$ cat config.mk
export PLATFORM = sky130hd
export DESIGN_NAME = mioc_regs
export DESIGN_NICKNAME = d
export VERILOG_FILES = /design/src/shared/mioc_pkg.sv /design/src/shared/mioc_mem_if.sv /design/src/core/mioc_dac_mem.sv /design/src/core/mioc_regs.sv
export SDC_FILE = /design/constraint.sdc
export NUM_CORES = 1
export LEC_CHECK = 0
export ABC_AREA = 1
export BUFFER_PORTS_ARGS = -buffer_cell sky130_fd_sc_hd__buf_2
export CAP_MARGIN = 20
export CORE_MARGIN = 5
export CORE_UTILIZATION = 50
export CTS_CLUSTER_DIAMETER = 120
export CTS_CLUSTER_SIZE = 25
export DETAILED_ROUTE_END_ITERATION = 6
export HOLD_SLACK_MARGIN = 0.15
export PLACE_DENSITY = 0.81
export RECOVER_POWER = 50
export SYNTH_ARGS = -nofsm -noshare
export SYNTH_HDL_FRONTEND = slang
export SYNTH_SLANG_ARGS = --single-unit
export TNS_END_PERCENT = 5
$ cat constraint.sdc
create_clock -name mclk -period 2.4 [get_ports mclk]
set_input_delay 0.24 -clock mclk [delete_from_list [all_inputs] [get_ports mclk]]
set_output_delay 0.24 -clock mclk [all_outputs]
set_load 0.005 [all_outputs]
$ cat src/shared/mioc_pkg.sv
`default_nettype none
package mioc_pkg;
  // ------------------------------------------------------------
  // Sizes
  // ------------------------------------------------------------
  localparam int NPORTS = 12;
  localparam int MODE_W = 4;
  localparam int CODE_W = 12;
  localparam int DATA_W = 16;
  localparam int ADDR_W = 8;
  localparam int IDX_W = 4;
  localparam int MON_W = 3;

  // ------------------------------------------------------------
  // Register offsets
  // ------------------------------------------------------------
  localparam logic [7:0] OFS_GPI_DATA = 8'h0b;
  localparam logic [7:0] OFS_GPO_DATA = 8'h0d;
  localparam logic [7:0] OFS_CTRL = 8'h10;
  localparam logic [7:0] OFS_PRESET_ONE = 8'h16;
  localparam logic [7:0] OFS_PRESET_TWO = 8'h17;
  localparam logic [7:0] OFS_ADC_BASE = 8'h40;
  localparam logic [7:0] OFS_ADC_END = 8'h4c;
  localparam logic [7:0] OFS_DAC_BASE = 8'h60;
  localparam logic [7:0] OFS_DAC_END = 8'h6c;

  // ------------------------------------------------------------
  // Control word fields
  // ------------------------------------------------------------
  localparam int CTL_DAC_MODE_LO = 2;
  localparam int CTL_THSD = 7;
  localparam int CTL_MON_LO = 8;
  localparam int CTL_LP = 13;
  localparam int CTL_BURST = 14;
  localparam int CTL_SOFT_RST = 15;
  localparam logic [1:0] DAC_MODE_PRESET_ONE = 2'b10;
  localparam logic [1:0] DAC_MODE_PRESET_TWO = 2'b11;
  // Port modes 1, 3, 4, 5, 6 and 10 are output-converter modes
  localparam logic [15:0] DAC_MODE_MASK = 16'h047a;

  // ------------------------------------------------------------
  // Level word layout
  // ------------------------------------------------------------
  localparam int LVL_LO_POS = 2;
  localparam int LVL_MID_POS = 11;
  localparam int LVL_TOP_POS = 0;

  // ------------------------------------------------------------
  // Reset values
  // ------------------------------------------------------------
  localparam logic [15:0] CTL_RESET = 16'h0000;
  localparam logic [11:0] GPO_RESET = 12'h000;
  localparam logic [11:0] PRESET_RESET = 12'h000;
  localparam logic [11:0] CODE_RESET = 12'h000;

  // ------------------------------------------------------------
  // Thermal limit, temperature in 1/8 degree steps
  // ------------------------------------------------------------
  localparam int TSHDN_LIMIT_C = 145;
  localparam int TEMP_LSB_PER_C = 8;
  localparam logic signed [11:0] TSHDN_LIMIT_CODE = 12'(TSHDN_LIMIT_C * TEMP_LSB_PER_C);

  function automatic logic [15:0] mioc_pack(input logic [11:0] lvl);
    logic [15:0] w;
    w = 16'h0000;
    w[LVL_LO_POS +: 6] = lvl[5:0];
    w[LVL_MID_POS +: 5] = lvl[10:6];
    w[LVL_TOP_POS] = lvl[11];
    return w;
  endfunction

  function automatic logic [11:0] mioc_unpack(input logic [15:0] w);
    logic [11:0] lvl;
    lvl = 12'h000;
    lvl[5:0] = w[LVL_LO_POS +: 6];
    lvl[10:6] = w[LVL_MID_POS +: 5];
    lvl[11] = w[LVL_TOP_POS];
    return lvl;
  endfunction
endpackage
`default_nettype wire

$ cat src/shared/mioc_mem_if.sv
`timescale 1ns/10ps
`default_nettype none
interface mioc_mem_if;
  logic wr_en;
  logic [3:0] wr_idx;
  logic [11:0] wr_data;
  logic [3:0] rd_idx;
  logic [11:0] rd_data;
  logic clr;
  modport ctrl (output wr_en, output wr_idx, output wr_data, output rd_idx, output clr,
                input rd_data);
  modport mem (input wr_en, input wr_idx, input wr_data, input rd_idx, input clr,
               output rd_data);
endinterface
`default_nettype wire

$ cat src/core/mioc_dac_mem.sv
`timescale 1ns/10ps
`default_nettype none
module mioc_dac_mem #(
  parameter int DEPTH = mioc_pkg::NPORTS
) (
  // Clock and reset
  input wire logic mclk,
  input wire logic rst_n,
  // Access
  mioc_mem_if.mem bus
);
  logic [11:0] word_reg [DEPTH];
  logic [11:0] rd_data_reg;
  logic [11:0] rd_next;

  // ------------------------------------------------------------
  // Entries
  // ------------------------------------------------------------
  for (genvar i = 0; i < DEPTH; i++) begin : g_word
    wire hit = bus.wr_en && (bus.wr_idx == 4'(i));
    always_ff @(posedge mclk or negedge rst_n)
    begin
      if (!rst_n)
        word_reg[i] <= mioc_pkg::CODE_RESET;
      else if (bus.clr)
        word_reg[i] <= mioc_pkg::CODE_RESET;
      else if (hit)
        word_reg[i] <= bus.wr_data;
    end
  end

  // ------------------------------------------------------------
  // Registered read
  // ------------------------------------------------------------
  assign rd_next = (32'(bus.rd_idx) < DEPTH) ? word_reg[bus.rd_idx] : 12'h000;

  always_ff @(posedge mclk or negedge rst_n)
  begin
    if (!rst_n)
      rd_data_reg <= mioc_pkg::CODE_RESET;
    else
      rd_data_reg <= rd_next;
  end

  assign bus.rd_data = rd_data_reg;
endmodule // mioc_dac_mem
`default_nettype wire

$ cat src/core/mioc_regs.sv
`timescale 1ns/10ps
`default_nettype none
// How it works
// - Thermal enable plus internal monitor and temperature above 145 C resets the device.
// - That reset sets analog ports high impedance and all registers to defaults.
// - With thermal enable clear, temperature never causes a reset.
// - Monitor field bits 10:8 enable internal, first and second external monitors.
// - Power mode bit 13 set holds analog ports high impedance; clear is normal.
// - Clearing the power mode bit starts the regular power-on sequence.
// - Burst bit 14 clear: address advances by one after each burst word.
// - Burst bit set: converter reads and output data writes visit matching ports only.
// - Output-converter data reads always step by one.
// - Soft reset bit 15 acts as power-on reset and clears itself.
// - Input data word shows sampled level of each input-configured port.
// - Input levels: ports 0-5 bits 7:2, 6-10 bits 15:11, 11 bit 0.
// - Written output levels drive each output-configured port.
// - Output levels use the same layout and read back.
// - Two twelve-bit presets serve every output-converter mode port.
// - Preset writes leave per-port output-converter data untouched.
// - Converter mode 10 selects preset one, 11 selects preset two.
module mioc_regs #(
  parameter logic [15:0] ADC_MODE_MASK = 16'h0380,
  parameter logic [15:0] GPI_MODE_MASK = 16'h0800,
  parameter logic [15:0] GPO_MODE_MASK = 16'h1000
) (
  // Clock and reset
  input wire logic mclk,
  input wire logic rst_n,
  // Serial word access
  input wire logic acc_start,
  input wire logic [7:0] acc_addr,
  input wire logic acc_write,
  input wire logic acc_word,
  input wire logic [15:0] acc_wdata,
  output logic [15:0] acc_rdata,
  output logic acc_rvalid,
  output logic [7:0] acc_cur_addr,
  // Port side
  input wire logic [47:0] port_mode,
  input wire logic [11:0] port_in_level,
  input wire logic [143:0] adc_result,
  output logic [11:0] port_out_level,
  output logic analog_hiz,
  // Temperature
  input wire logic temp_valid,
  input wire logic signed [11:0] int_temp,
  // Control outputs
  output logic [15:0] ctrl_word,
  output logic [2:0] monitor_enable,
  output logic dac_use_preset,
  output logic [11:0] dac_preset_code,
  output logic dev_reset,
  output logic powerup_seq
);
  localparam int NP = mioc_pkg::NPORTS;
  localparam int MW = mioc_pkg::MODE_W;
  localparam int CW = mioc_pkg::CODE_W;

  logic [15:0] ctrl_reg, ctrl_next;
  logic [11:0] gpo_reg, gpo_next;
  logic [11:0] pre1_reg, pre1_next;
  logic [11:0] pre2_reg, pre2_next;
  logic [7:0] cur_addr_reg, cur_addr_next;
  logic [7:0] rd_addr_reg;
  logic clr_req_reg, clr_req_next;
  logic dev_reset_reg, rd_pend_reg, acc_rvalid_reg;
  logic [15:0] acc_rdata_reg;
  logic hiz_reg, powerup_reg, use_preset_reg;
  logic [11:0] out_level_reg, preset_code_reg;
  logic [11:0] is_dac, is_adc, is_gpi, is_gpo;
  logic [11:0] adc_arr [NP];
  mioc_mem_if mem_bus ();

  // ------------------------------------------------------------
  // Per-port mode decode
  // ------------------------------------------------------------
  for (genvar i = 0; i < NP; i++) begin : g_port
    wire [3:0] mode = port_mode[i*MW +: MW];
    assign is_dac[i] = mioc_pkg::DAC_MODE_MASK[mode];
    assign is_adc[i] = ADC_MODE_MASK[mode];
    assign is_gpi[i] = GPI_MODE_MASK[mode];
    assign is_gpo[i] = GPO_MODE_MASK[mode];
    assign adc_arr[i] = adc_result[i*CW +: CW];
  end

  // First port above idx whose bit is set; 12 when none remain
  function automatic logic [4:0] next_port(input logic [11:0] sel, input logic [3:0] idx);
    logic [4:0] r;
    r = 5'd12;
    for (int j = NP - 1; j >= 0; j--)
      if (j > 32'(idx) && sel[j])
        r = 5'(j);
    return r;
  endfunction

  // ------------------------------------------------------------
  // Access decode
  // ------------------------------------------------------------
  wire word_ok = acc_word && !acc_start;
  wire wr_word = word_ok && acc_write;
  wire rd_word = word_ok && !acc_write;
  wire hit_ctl = cur_addr_reg == mioc_pkg::OFS_CTRL;
  wire hit_gpo = cur_addr_reg == mioc_pkg::OFS_GPO_DATA;
  wire hit_pre1 = cur_addr_reg == mioc_pkg::OFS_PRESET_ONE;
  wire hit_pre2 = cur_addr_reg == mioc_pkg::OFS_PRESET_TWO;
  wire in_adc = cur_addr_reg >= mioc_pkg::OFS_ADC_BASE && cur_addr_reg < mioc_pkg::OFS_ADC_END;
  wire in_dac = cur_addr_reg >= mioc_pkg::OFS_DAC_BASE && cur_addr_reg < mioc_pkg::OFS_DAC_END;
  wire [3:0] adc_idx = 4'(cur_addr_reg - mioc_pkg::OFS_ADC_BASE);
  wire [3:0] dac_idx = 4'(cur_addr_reg - mioc_pkg::OFS_DAC_BASE);
  wire wr_ctl = wr_word && hit_ctl;
  wire soft_req = wr_ctl && acc_wdata[mioc_pkg::CTL_SOFT_RST];
  wire burst_ctx = ctrl_reg[mioc_pkg::CTL_BURST];

  // ------------------------------------------------------------
  // Burst address stepping
  // ------------------------------------------------------------
  // Output data reads never take the contextual path
  wire ctx_adc = burst_ctx && rd_word && in_adc;
  wire ctx_dac = burst_ctx && wr_word && in_dac;
  wire [7:0] adc_jump = mioc_pkg::OFS_ADC_BASE + {3'b000, next_port(is_adc, adc_idx)};
  wire [7:0] dac_jump = mioc_pkg::OFS_DAC_BASE + {3'b000, next_port(is_dac, dac_idx)};
  wire [7:0] addr_inc = 8'(cur_addr_reg + 8'h01);
  assign cur_addr_next = acc_start ? acc_addr :
                         !word_ok ? cur_addr_reg :
                         ctx_adc ? adc_jump :
                         ctx_dac ? dac_jump : addr_inc;

  // ------------------------------------------------------------
  // Thermal trip and soft reset
  // ------------------------------------------------------------
  // A pending clear masks the trip, so one overheat gives a single reset pulse
  wire trip = ctrl_reg[mioc_pkg::CTL_THSD] && ctrl_reg[mioc_pkg::CTL_MON_LO] &&
              temp_valid && (int_temp > mioc_pkg::TSHDN_LIMIT_CODE) && !clr_req_reg;
  assign clr_req_next = soft_req || trip;

  // ------------------------------------------------------------
  // Register next values
  // ------------------------------------------------------------
  // Reset bit is never stored, so it always reads back zero
  assign ctrl_next = clr_req_reg ? mioc_pkg::CTL_RESET :
                     wr_ctl ? {1'b0, acc_wdata[14:0]} : ctrl_reg;
  assign gpo_next = clr_req_reg ? mioc_pkg::GPO_RESET :
                    (wr_word && hit_gpo) ? mioc_pkg::mioc_unpack(acc_wdata) : gpo_reg;
  assign pre1_next = clr_req_reg ? mioc_pkg::PRESET_RESET :
                     (wr_word && hit_pre1) ? acc_wdata[11:0] : pre1_reg;
  assign pre2_next = clr_req_reg ? mioc_pkg::PRESET_RESET :
                     (wr_word && hit_pre2) ? acc_wdata[11:0] : pre2_reg;
  wire lp_exit = wr_ctl && ctrl_reg[mioc_pkg::CTL_LP] &&
                 !acc_wdata[mioc_pkg::CTL_LP] && !clr_req_reg;
  wire [1:0] dac_mode = ctrl_reg[mioc_pkg::CTL_DAC_MODE_LO +: 2];

  // ------------------------------------------------------------
  // Per-port converter data store
  // ------------------------------------------------------------
  assign mem_bus.wr_en = wr_word && in_dac && !clr_req_reg;
  assign mem_bus.wr_idx = dac_idx;
  assign mem_bus.wr_data = acc_wdata[11:0];
  assign mem_bus.rd_idx = dac_idx;
  assign mem_bus.clr = clr_req_reg;

  mioc_dac_mem #(
    .DEPTH(NP)
  ) u_dac_mem (
    .mclk(mclk),
    .rst_n(rst_n),
    .bus(mem_bus.mem)
  );

  // ------------------------------------------------------------
  // Read data select, one cycle behind the word
  // ------------------------------------------------------------
  wire rh_ctl = rd_addr_reg == mioc_pkg::OFS_CTRL;
  wire rh_gpi = rd_addr_reg == mioc_pkg::OFS_GPI_DATA;
  wire rh_gpo = rd_addr_reg == mioc_pkg::OFS_GPO_DATA;
  wire rh_p1 = rd_addr_reg == mioc_pkg::OFS_PRESET_ONE;
  wire rh_p2 = rd_addr_reg == mioc_pkg::OFS_PRESET_TWO;
  wire rh_adc = rd_addr_reg >= mioc_pkg::OFS_ADC_BASE && rd_addr_reg < mioc_pkg::OFS_ADC_END;
  wire rh_dac = rd_addr_reg >= mioc_pkg::OFS_DAC_BASE && rd_addr_reg < mioc_pkg::OFS_DAC_END;
  wire [3:0] rd_adc_idx = 4'(rd_addr_reg - mioc_pkg::OFS_ADC_BASE);
  wire [11:0] gpi_seen = port_in_level & is_gpi;
  wire [15:0] rd_mux = rh_ctl ? ctrl_reg :
                       rh_gpi ? mioc_pkg::mioc_pack(gpi_seen) :
                       rh_gpo ? mioc_pkg::mioc_pack(gpo_reg) :
                       rh_p1 ? {4'h0, pre1_reg} :
                       rh_p2 ? {4'h0, pre2_reg} :
                       rh_adc ? {4'h0, adc_arr[rd_adc_idx]} :
                       rh_dac ? {4'h0, mem_bus.rd_data} : 16'h0000;

  // ------------------------------------------------------------
  // Registers
  // ------------------------------------------------------------
  always_ff @(posedge mclk or negedge rst_n)
  begin
    if (!rst_n) begin
      ctrl_reg <= mioc_pkg::CTL_RESET;
      gpo_reg <= mioc_pkg::GPO_RESET;
      pre1_reg <= mioc_pkg::PRESET_RESET;
      pre2_reg <= mioc_pkg::PRESET_RESET;
      cur_addr_reg <= 8'h00;
      clr_req_reg <= 1'b0;
    end else begin
      ctrl_reg <= ctrl_next;
      gpo_reg <= gpo_next;
      pre1_reg <= pre1_next;
      pre2_reg <= pre2_next;
      cur_addr_reg <= cur_addr_next;
      clr_req_reg <= clr_req_next;
    end
  end

  always_ff @(posedge mclk or negedge rst_n)
  begin
    if (!rst_n) begin
      rd_pend_reg <= 1'b0;
      rd_addr_reg <= 8'h00;
      acc_rvalid_reg <= 1'b0;
      acc_rdata_reg <= 16'h0000;
    end else begin
      rd_pend_reg <= rd_word;
      rd_addr_reg <= cur_addr_reg;
      acc_rvalid_reg <= rd_pend_reg;
      acc_rdata_reg <= rd_pend_reg ? rd_mux : acc_rdata_reg;
    end
  end

  // Outputs; high impedance covers the reset pulse as well
  always_ff @(posedge mclk or negedge rst_n)
  begin
    if (!rst_n) begin
      dev_reset_reg <= 1'b0;
      hiz_reg <= 1'b1;
      powerup_reg <= 1'b0;
      out_level_reg <= mioc_pkg::GPO_RESET;
      use_preset_reg <= 1'b0;
      preset_code_reg <= mioc_pkg::CODE_RESET;
    end else begin
      dev_reset_reg <= clr_req_reg;
      hiz_reg <= ctrl_reg[mioc_pkg::CTL_LP] || clr_req_reg;
      powerup_reg <= lp_exit;
      out_level_reg <= gpo_reg & is_gpo;
      use_preset_reg <= dac_mode[1];
      preset_code_reg <= (dac_mode == mioc_pkg::DAC_MODE_PRESET_TWO) ? pre2_reg : pre1_reg;
    end
  end

  assign acc_rdata = acc_rdata_reg;
  assign acc_rvalid = acc_rvalid_reg;
  assign acc_cur_addr = cur_addr_reg;
  assign port_out_level = out_level_reg;
  assign analog_hiz = hiz_reg;
  assign ctrl_word = ctrl_reg;
  assign monitor_enable = ctrl_reg[mioc_pkg::CTL_MON_LO +: mioc_pkg::MON_W];
  assign dac_use_preset = use_preset_reg;
  assign dac_preset_code = preset_code_reg;
  assign dev_reset = dev_reset_reg;
  assign powerup_seq = powerup_reg;
endmodule // mioc_regs
`default_nettype wire

==> impl_metrics.env, run 1 <==
export IMPL_die_x_um=178.0
export IMPL_synth_nets=2083
export IMPL_yosysMostFrequentCell="nand2_1"
export IMPL_finClkSkew_ns=0.02291
export IMPL_crit_type="flop to flop"
export IMPL_dp_hpwl_mm=40.43
export IMPL_grt_max_degree=69
export IMPL_place_congestion=0.9804
export IMPL_post_synth_top_area_cell="dfrtp_1"
export IMPL_drv_cap=1
export IMPL_hold_path_cell_count=5
export IMPL_reg2reg_from="acc_cur_addr[3]$_DFFE_PN0P_"
export IMPL_initialDrtViolationCount=1550
export IMPL_setup_viol=0
export IMPL_rsz0062_at_grt="yes"
export IMPL_r2r_end="clr_req_reg$_DFF_PN0_"
export IMPL_final_core_util_pct=61.11
export IMPL_ir_drop_mv=0.6336
export IMPL_async_flop_share_pct=100.0
export IMPL_synth_adder_area_share_pct=0.3548
export IMPL_cts_path_max_buffers=3
export IMPL_cp_arrival_ns=2.79
export IMPL_critPathTopFamily="buffers and inverters"
export IMPL_drv_slew=66
export IMPL_synth_cell_types=56
export IMPL_crit_cells=7
export IMPL_cp_max_fo=6
export IMPL_yosysSeqAreaShare_pct=47.90
export IMPL_die_h_um=178.0
export IMPL_syn_area_um2=14110
export IMPL_hold_path_end="acc_rdata[7]$_DFFE_PN0P_"
export IMPL_min_from="port_mode[23]"
export IMPL_post_route_period_util_pct=98.31
export IMPL_port_buffers=316
export IMPL_fmax_mhz=423.9
export IMPL_postRouteWirelength_mm=54.44
export IMPL_tightest_slew_ns=1.791
export IMPL_total_power_mw=10.10
export IMPL_drtPass1Iterations=7
export IMPL_largest_reg_flops=144
export IMPL_max_stage_delay_ns=0.61
export IMPL_yosys_warnings=0
export IMPL_synth_common_cells="nand2_1 (493), dfrtp_1 (269), o21ai_0 (177), o21ai_1 (163), nor2_1 (160)"
export IMPL_power_density_nw_per_um2=593.5
export IMPL_cts_sinks=270
export IMPL_crit_slowest_cell="dlygate4sd3_1"
export IMPL_htree_levels=1
export IMPL_antenna_found_initial=1
export IMPL_crit_buf_inv=3
export IMPL_grtUsageTotal_pct=33.09
export IMPL_clkTransAtPathRegs_ns=0.12
export IMPL_drc=0
export IMPL_core_region_area_um2=27860
export IMPL_tritoncts="yes"
export IMPL_cts_root_buf="clkbuf_16"
export IMPL_synth_xor_area_share_pct=0.1863
export IMPL_synth_top_area_share_pct=47.72
export IMPL_syn_to_final_growth_pct=20.67
export IMPL_placed_cells=2472
export IMPL_fin_crit_ns=2.359
export IMPL_cts_setup_buffers=0
export IMPL_avgRoutedWirePerCell_um=21.39
export IMPL_ys_flop_type="dfrtp_1"
export IMPL_vias_per_cell=5.795
export IMPL_worstPathRequired_ns=2.83
export IMPL_antenna_left=0
export IMPL_reg2reg_depth=7
export IMPL_max_slew_margin_rel_pct=-19.42
export IMPL_setup_worst_path_end_class="flop"
export IMPL_grt_pass1_wl_mm=81.13
export IMPL_ys_seq_elements=270
export IMPL_cp_cell_sequence="buf_4 > nor2_2 > inv_2 > nor2_1 > nand3_1 > o41ai_1 > dlygate4sd3_1"
export IMPL_hold_viol=0
export IMPL_syn_avg_cell_area_um2=7.696
export IMPL_rows=61
export IMPL_grt_overflow=0
export IMPL_insertion_delay_ns=0.50
export IMPL_netlist_instances=1833
export IMPL_cts_made_buffers=14
export IMPL_synth_compound_area_share_pct=20.87
export IMPL_setup_tns_ns=0
export IMPL_violations="capacitance limit, slew limit"
export IMPL_num_vias=14750
export IMPL_synthMuxAreaShare_pct=0.7007
export IMPL_nets=2409
export IMPL_synth_top_family_by_area="simple AND/OR/NAND/NOR gates"
export IMPL_start_util_pct=50.64
export IMPL_drive_gt1_share_pct=21.26
export IMPL_fin_cells=2545
export IMPL_hp_class="input pin to flop"
export IMPL_synthTopCellsByArea="dfrtp_1 (48%), nand2_1 (13%), o21ai_0 (6.3%), o21ai_1 (5.8%), nor2_1 (4.3%)"
export IMPL_grt_pass1_vias=14160
export IMPL_critPathLaunchType="flop"
export IMPL_synth_simple_gate_area_share_pct=22.83
export IMPL_r2r_slack_ns=0.04
export IMPL_io_pins=318
export IMPL_synth_edf_count=0
export IMPL_dieArea_um2=31670
export IMPL_whs_ns=0.1721
export IMPL_p_leak_nw=8.412
export IMPL_status="finished with violations"
## logic make-up after synthesis
kind of cell    Yosys count
compound gates          523
flops                   270
other cells               1
fa+ha+maj                 4
buf+inv                 242
mux                       9
xor+xnor                  3
simple gates            781
## cell type report
cell class                 instances  area (µm²)
antenna                            3       7.507
fill                            2526       10830
timing repair buffer             418        2520
multi-input combinational       1321        6354
clock inverter                     1       7.507
tap                              378       473.0
clock buffer                      20       394.1
sequential                       270        6760
inverter                         134       508.0
## power breakdown
| part | internal (mW) | switching (mW) | total, mW | leakage (nW) |
|---|---|---|---|---|
| sequential | 4.85 | 0.242 | 5.09 | 3.69 |
| clock | 1.16 | 1.50 | 2.67 | 0.191 |
| combinational | 0.829 | 1.52 | 2.35 | 4.53 |
## cells in the final DEF (no fill, tap or decap), types with 7 or more instances in the layout
master,synthesis,final
clkbuf_16,0,15
a21oi_1,68,68
dfrtp_1,269,267
o22ai_1,25,25
nand4_1,15,15
clkbuf_1,56,7
o21ai_0,177,177
dlygate4sd3_1,0,49
o21ai_1,163,163
o31ai_1,9,9
inv_2,33,32
nand3_1,66,66
o211ai_1,15,15
nor3_1,15,14
buf_4,9,46
nor4_1,10,10
mux2_2,7,7
nor2_1,160,158
a22oi_1,23,23
a31oi_1,9,9
o31ai_2,8,8
buf_2,37,315
inv_1,99,99
nand2_1,493,493
## worst reg2reg max path: cells and delay by family (launching register included)
family / cells / cell delay (ns)
AND/OR/NAND/NOR: 3 / 0.72
buffers and inverters: 3 / 0.93
AO/OA/AOI/OAI: 1 / 0.14
flip-flops: 1 / 0.50
## layer usage
layer | track usage [%] | part of all wire (%)
met4 | 19.14 | 6.9
met3 | 4.854 | 8.4
met2 | 54.25 | 47
met5 | 0 | 0
met1 | 41.96 | 37
## repair_timing
action / 4_1_cts / 5_1_grt
setup endpoints to repair: 0 / 5
hold buffers: 49 / 0
gates resized for setup: 0 / 5
hold endpoints to repair: 110 / 0
## stage by stage
stage / worst slack (ns) / area [µm²]
after global placement: 0.08083 / 16120
after floorplan: 0.04021 / 14110
after CTS: 0.1047 / 17020
after detailed placement: 0.1513 / 16130
after global routing: -0.02365 / 17020
final: 0.04068 / 17020
## how the worst max path moves through the flow
stage / endpoint / start
final: clr_req_reg$_DFF_PN0_ / acc_cur_addr[3]$_DFFE_PN0P_
after global routing: u_dac_mem.word_reg[136]$_DFFE_PN0P_ / acc_cur_addr[2]$_DFFE_PN0P_
after CTS: acc_cur_addr[0]$_DFFE_PN0P_ / acc_cur_addr[1]$_DFFE_PN0P_
after detailed placement: acc_cur_addr[0]$_DFFE_PN0P_ / acc_cur_addr[1]$_DFFE_PN0P_
after global placement: acc_rdata[6]$_DFFE_PN0P_ / rd_addr_reg[0]$_DFF_PN0_
after floorplan: acc_cur_addr[0]$_DFFE_PN0P_ / acc_cur_addr[0]$_DFFE_PN0P_
No activity file was read; power rests on OpenSTA's default activity.
==> run 2: changes to the inputs <==
--- a/config.mk
+++ b/config.mk
@@ -6,15 +6,15 @@
 export NUM_CORES = 1
 export LEC_CHECK = 0
 export ABC_AREA = 1
-export BUFFER_PORTS_ARGS = -buffer_cell sky130_fd_sc_hd__buf_2
 export CAP_MARGIN = 20
 export CORE_MARGIN = 5
-export CORE_UTILIZATION = 50
+export CORE_UTILIZATION = 58
 export CTS_CLUSTER_DIAMETER = 120
 export CTS_CLUSTER_SIZE = 25
 export DETAILED_ROUTE_END_ITERATION = 6
+export DONT_BUFFER_PORTS = 1
 export HOLD_SLACK_MARGIN = 0.15
-export PLACE_DENSITY = 0.81
+export PLACE_DENSITY_LB_ADDON = 0.3
 export RECOVER_POWER = 50
 export SYNTH_ARGS = -nofsm -noshare
 export SYNTH_HDL_FRONTEND = slang
==> impl_metrics.env, run 2 (synthesis results as in run 1) <==
export IMPL_status="finished with violations"
export IMPL_violations="hold timing"
export IMPL_cts_path_max_buffers=3
export IMPL_largest_reg_flops=144
export IMPL_avgRoutedWirePerCell_um=22.77
export IMPL_postRouteWirelength_mm=49.95
export IMPL_setup_tns_ns=0
export IMPL_use_met1_pct=42.83
export IMPL_cts_hold_buf=70
export IMPL_antenna_found_initial=2
export IMPL_setup_worst_path_end_class="flop"
export IMPL_dieArea_um2=27540
export IMPL_met3_usage_pct=6.165
export IMPL_htree_levels=1
export IMPL_grt_pass1_wl_mm=75.87
export IMPL_num_vias=13710
export IMPL_grtUsageTotal_pct=34.51
export IMPL_fin_crit_ns=2.319
export IMPL_tightest_slew_ns=0.8195
export IMPL_drtPass1Iterations=6
export IMPL_fin_cells=2194
export IMPL_reg2reg_from="acc_cur_addr[1]$_DFFE_PN0P_"
export IMPL_drv_cap=0
export IMPL_vias_per_cell=6.249
export IMPL_critPathLaunchType="flop"
export IMPL_crit_type="flop to flop"
export IMPL_max_slew_margin_rel_pct=45.23
export IMPL_die_h_um=166.0
export IMPL_syn_to_final_growth_pct=10.20
export IMPL_post_route_period_util_pct=96.61
export IMPL_rsz0062_at_grt="no"
export IMPL_worstPathRequired_ns=2.79
export IMPL_grt_pass1_vias=13100
export IMPL_dp_slack_ns=0.09399
export IMPL_fmax_mhz=431.3
export IMPL_finClkSkew_ns=0.02782
export IMPL_dp_hpwl_mm=36.13
export IMPL_critPathLaunch="acc_cur_addr[1]$_DFFE_PN0P_"
export IMPL_clkTransAtPathRegs_ns=0.12
export IMPL_io_pins=318
export IMPL_cp_arrival_ns=2.71
export IMPL_grt_use_met2_pct=58.27
export IMPL_cts_made_buffers=14
export IMPL_antenna_left=0
export IMPL_drive_gt1_share_pct=7.869
export IMPL_whs_ns=-0.5825
export IMPL_r2r_slack_ns=0.08
export IMPL_crit_end="acc_cur_addr[0]$_DFFE_PN0P_"
export IMPL_grt_overflow=0
export IMPL_drv_slew=0
export IMPL_cp_cell_sequence="ha_1 > buf_4 > nand2_1 > nand2_1 > nor2_1 > nand3_1 > nand2_1 > nand2_1 > nand2_1 > nand2_1 > nand2_1 > a21oi_1 > nand2_1 > nand2_1"
export IMPL_max_stage_delay_ns=0.45
export IMPL_drc=0
export IMPL_cts_sinks=270
export IMPL_hold_viol=270
export IMPL_setup_viol=0
export IMPL_insertion_delay_ns=0.52
export IMPL_busiest_layer="met2"
export IMPL_hp_class="input pin to asynchronous set/reset pin"
export IMPL_start_util_pct=58.52
export IMPL_core_region_area_um2=24110
export IMPL_setup_ws_ns=0.08135
export IMPL_fillCellCount=2145
export IMPL_nets=2113
export IMPL_final_common_cell="nand2_1"
export IMPL_crit_slowest_cell="dfrtp_1"
export IMPL_cts_root_buf="clkbuf_16"
export IMPL_placed_cells=2098
export IMPL_ir_drop_mv=0.5626
export IMPL_initialDrtViolationCount=1608
export IMPL_port_buffers=0
export IMPL_power_density_nw_per_um2=620.6
export IMPL_rows=57
export IMPL_tritoncts="yes"
export IMPL_reg2reg_depth=14
export IMPL_place_congestion=1.010
export IMPL_die_x_um=166.0
export IMPL_critical_path_most_common_cell="nand2_1"
export IMPL_cp_max_fo=5
export IMPL_grt_max_degree=271
export IMPL_r2r_end="acc_cur_addr[0]$_DFFE_PN0P_"
export IMPL_layout_cells_most_common_list="nand2_1 (492), dfrtp_1 (265), o21ai_0 (177)"
export IMPL_p_leak_nw=7.146
## run 2: cell type report
cell class / count / area [µm²] / area share [%]
sequential: 270 / 6763 / 43.50
multi-input combinational: 1321 / 6374 / 41.00
timing repair buffer: 122 / 1087 / 6.994
inverter: 134 / 510.5 / 3.284
antenna: 2 / 5.005 / 0.03219
tap: 324 / 405.4 / 2.608
clock buffer: 20 / 394.1 / 2.535
clock inverter: 1 / 7.507 / 0.04829
## run 2: worst min-delay path by stage
| stage | endpoint | slack, ns | cells past startpoint | from |
|---|---|---|---|---|
| 2_1_floorplan | acc_cur_addr[0]$_DFFE_PN0P_ | -0.06 | 0 | rst_n |
| 3_3_place_gp | u_dac_mem.word_reg[72]$_DFFE_PN0P_ | -0.05 | 0 | rst_n |
| 3_5_place_dp | u_dac_mem.word_reg[84]$_DFFE_PN0P_ | -0.05 | 0 | rst_n |
| 4_1_cts | acc_cur_addr[7]$_DFFE_PN0P_ | -0.58 | 0 | rst_n |
| 5_1_grt | u_dac_mem.word_reg[84]$_DFFE_PN0P_ | -0.60 | 0 | rst_n |
| 6_report | u_dac_mem.word_reg[57]$_DFFE_PN0P_ | -0.58 | 0 | rst_n |
## run 2: where the power goes
part / switching, mW / internal [mW] / total [mW] / leakage, nW
Combinational: 1.23 / 0.640 / 1.87 / 3.26
Clock: 1.48 / 1.16 / 2.64 / 0.191
Sequential: 0.287 / 4.85 / 5.14 / 3.69
## run 2: what timing repair did
action,CTS,global route
gates resized for setup,0,11
endpoints found under the hold margin,345,270
setup buffers,0,3
endpoints found under the setup margin,0,7
## run 2: stage by stage
stage	utilization [%]	instance area (µm²)	hold WS [ns]	total power, mW
2_1_floorplan	-	14110	-0.05559	6.322
3_3_place_gp	59.67	14380	-0.04662	6.911
3_5_place_dp	59.67	14380	-0.04643	6.943
4_1_cts	64.24	15490	-0.5848	9.606
5_1_grt	64.49	15550	-0.6007	10.05
6_report	64.49	15550	-0.5825	9.648
## run 2: routing by layer
layer,vias up,wire (µm)
li1,6185,-
met1,6512,18330
met2,847,23980
met3,167,4595
met4,0,3046
met5,-,0
## run 2: critical path: cells and delay by family (launching register included)
family | cells | cell delay (ns)
buffers and inverters | 1 | 0.18
AOI/OAI and AO/OA | 1 | 0.06
DFF | 1 | 0.45
adders and majority gates | 1 | 0.28
and+or+nand+nor | 11 | 1.24
==> run 3: changes to the inputs <==
--- a/config.mk
+++ b/config.mk
@@ -16,6 +16,7 @@
 export HOLD_SLACK_MARGIN = 0.15
 export PLACE_DENSITY_LB_ADDON = 0.3
 export RECOVER_POWER = 50
+export SETUP_SLACK_MARGIN = 0.15
 export SYNTH_ARGS = -nofsm -noshare
 export SYNTH_HDL_FRONTEND = slang
 export SYNTH_SLANG_ARGS = --single-unit
==> impl_metrics.env, run 3 (synthesis results as in run 1) <==
export IMPL_placed_cells=2105
export IMPL_grt_overflow=0
export IMPL_rows=57
export IMPL_antenna_left=0
export IMPL_placed_area_um2=14460
export IMPL_io_pins=318
export IMPL_place_congestion=1.013
export IMPL_drtPass1Iterations=5
export IMPL_fillCellCount=2128
export IMPL_largest_reg_flops=144
export IMPL_p_int_mw=6.728
export IMPL_rsz0062_at_grt="yes"
export IMPL_drv_cap=0
export IMPL_tightest_slew_ns=0.7974
export IMPL_dieArea_um2=27540
export IMPL_start_util_pct=58.52
export IMPL_layout_cells_most_common_list="nand2_1 (491), dfrtp_1 (268), o21ai_0 (177)"
export IMPL_fmax_mhz=435.3
export IMPL_grt_pass1_vias=12880
export IMPL_die_h_um=166.0
export IMPL_postRouteWirelength_mm=51.53
export IMPL_initialDrtViolationCount=1622
export IMPL_setup_tns_ns=0
export IMPL_die_x_um=166.0
export IMPL_p_seq_share_pct=52.6
export IMPL_vias_per_cell=6.200
export IMPL_syn_to_final_growth_pct=11.15
export IMPL_clkTransAtPathRegs_ns=0.12
export IMPL_hold_viol=270
export IMPL_power_frac_comb_pct=19.7
export IMPL_violations="hold timing"
export IMPL_cts_hold_buf=78
export IMPL_antenna_found_initial=5
export IMPL_post_route_period_util_pct=95.72
export IMPL_drive_gt1_share_pct=7.979
export IMPL_setup_viol=0
export IMPL_grtUsageTotal_pct=35.76
export IMPL_cts_root_buf="clkbuf_16"
export IMPL_cts_sinks=270
export IMPL_status="finished with violations"
export IMPL_postLayoutCellArea_um2=15680
export IMPL_ir_drop_mv=0.5583
export IMPL_setup_worst_path_end_class="flop"
export IMPL_port_buffers=0
export IMPL_core_region_area_um2=24110
export IMPL_nets=2126
export IMPL_p_sw_mw=3.035
export IMPL_pwr_share_clk_pct=27.7
export IMPL_multiInputGateArea_um2=6354
export IMPL_final_common_cell="nand2_1"
export IMPL_htree_levels=1
export IMPL_total_power_mw=9.763
export IMPL_critPathLaunchType="flop"
export IMPL_finClkSkew_ns=0.02510
export IMPL_avgRoutedWirePerCell_um=23.35
export IMPL_grt_pass1_wl_mm=77.76
export IMPL_fin_cells=2207
export IMPL_max_slew_margin_rel_pct=46.71
export IMPL_drc=0
export IMPL_cp_max_fo=9
export IMPL_seq_area_um2=6759
export IMPL_num_vias=13680
export IMPL_insertion_delay_ns=0.52
export IMPL_hp_class="input pin to asynchronous set/reset pin"
export IMPL_cts_path_max_buffers=3
export IMPL_cts_made_buffers=14
export IMPL_cp_arrival_ns=2.73
export IMPL_crit_type="flop to flop"
export IMPL_reg2reg_depth=7
export IMPL_switching_share_pct=31.08
export IMPL_power_density_nw_per_um2=622.6
export IMPL_tritoncts="yes"
export IMPL_fin_crit_ns=2.297
export IMPL_grt_max_degree=271
export IMPL_drv_slew=0
export IMPL_whs_ns=-0.5812
export IMPL_dp_hpwl_mm=37.42
export IMPL_worstPathRequired_ns=2.83
export IMPL_p_leak_nw=7.197
[run 3: worst paths after layout]
| check | slack [ns] | to | start |
|---|---|---|---|
| max reg2reg | 0.10 | acc_cur_addr[5]$_DFFE_PN0P_ | acc_cur_addr[3]$_DFFE_PN0P_ |
| min in group mclk | 0.17 | acc_cur_addr[1]$_DFFE_PN0P_ | port_mode[12] |
| max in group asynchronous | 2.50 | analog_hiz$_DFF_PN1_ | rst_n |
| min | -0.58 | u_dac_mem.word_reg[69]$_DFFE_PN0P_ | rst_n |
| min reg2reg | 0.49 | u_dac_mem.word_reg[24]$_DFFE_PN0P_ | u_dac_mem.word_reg[24]$_DFFE_PN0P_ |
| max | 0.10 | acc_cur_addr[5]$_DFFE_PN0P_ | acc_cur_addr[3]$_DFFE_PN0P_ |
[run 3: repair_timing]
item / 4_1_cts / 5_1_grt
pin swaps: 0 / 1
buffers inserted: 0 / 1
endpoints found under the setup margin: 11 / 130
hold endpoints to repair: 349 / 270
resized for setup: 1 / 9
[run 3: worst max-delay path: stages, from the launching register on]
cell	delay (ns)
dfrtp_1	0.60
nand2_1	0.14
inv_2	0.11
nor3_2	0.05
nand3_1	0.11
nand2_1	0.14
o311ai_0	0.42
dlygate4sd3_1	0.64
[run 3: power groups by stage]
stage	clock (mW)	combinational, mW	sequential, mW
6_report	2.71	1.92	5.13
5_1_grt	2.90	2.10	5.16
4_1_cts	2.73	1.88	5.12
3_5_place_dp	0	1.78	5.21
3_3_place_gp	0	1.75	5.20
2_1_floorplan	0	1.24	5.09
[run 3: per-layer routing]
layer / vias to the layer above / routed length [µm] / global-route usage (%)
li1: 6223 / - / -
met1: 6528 / 19400 / 44.30
met2: 769 / 25090 / 60.72
met3: 162 / 4220 / 6.951
met4: 2 / 2815 / 16.68
met5: - / 13 / 0
[run 3: cell type report]
type	instances	area share, %
inverter	134	3.256
clock buffer	18	2.330
sequential	270	43.11
antenna	3	0.04788
clock inverter	2	0.2952
multi-input combinational	1321	40.52
timing repair buffer	135	7.860
tap	324	2.585
[run 3: metrics by stage]
stage | setup slack, ns | utilization (%)
final | 0.1026 | 65.05
after global routing | 0.03008 | 65.05
after CTS | 0.1521 | 64.95
after detailed placement | 0.07963 | 59.99
after global placement | 0.1225 | 59.99
after floorplan | 0.1804 | -
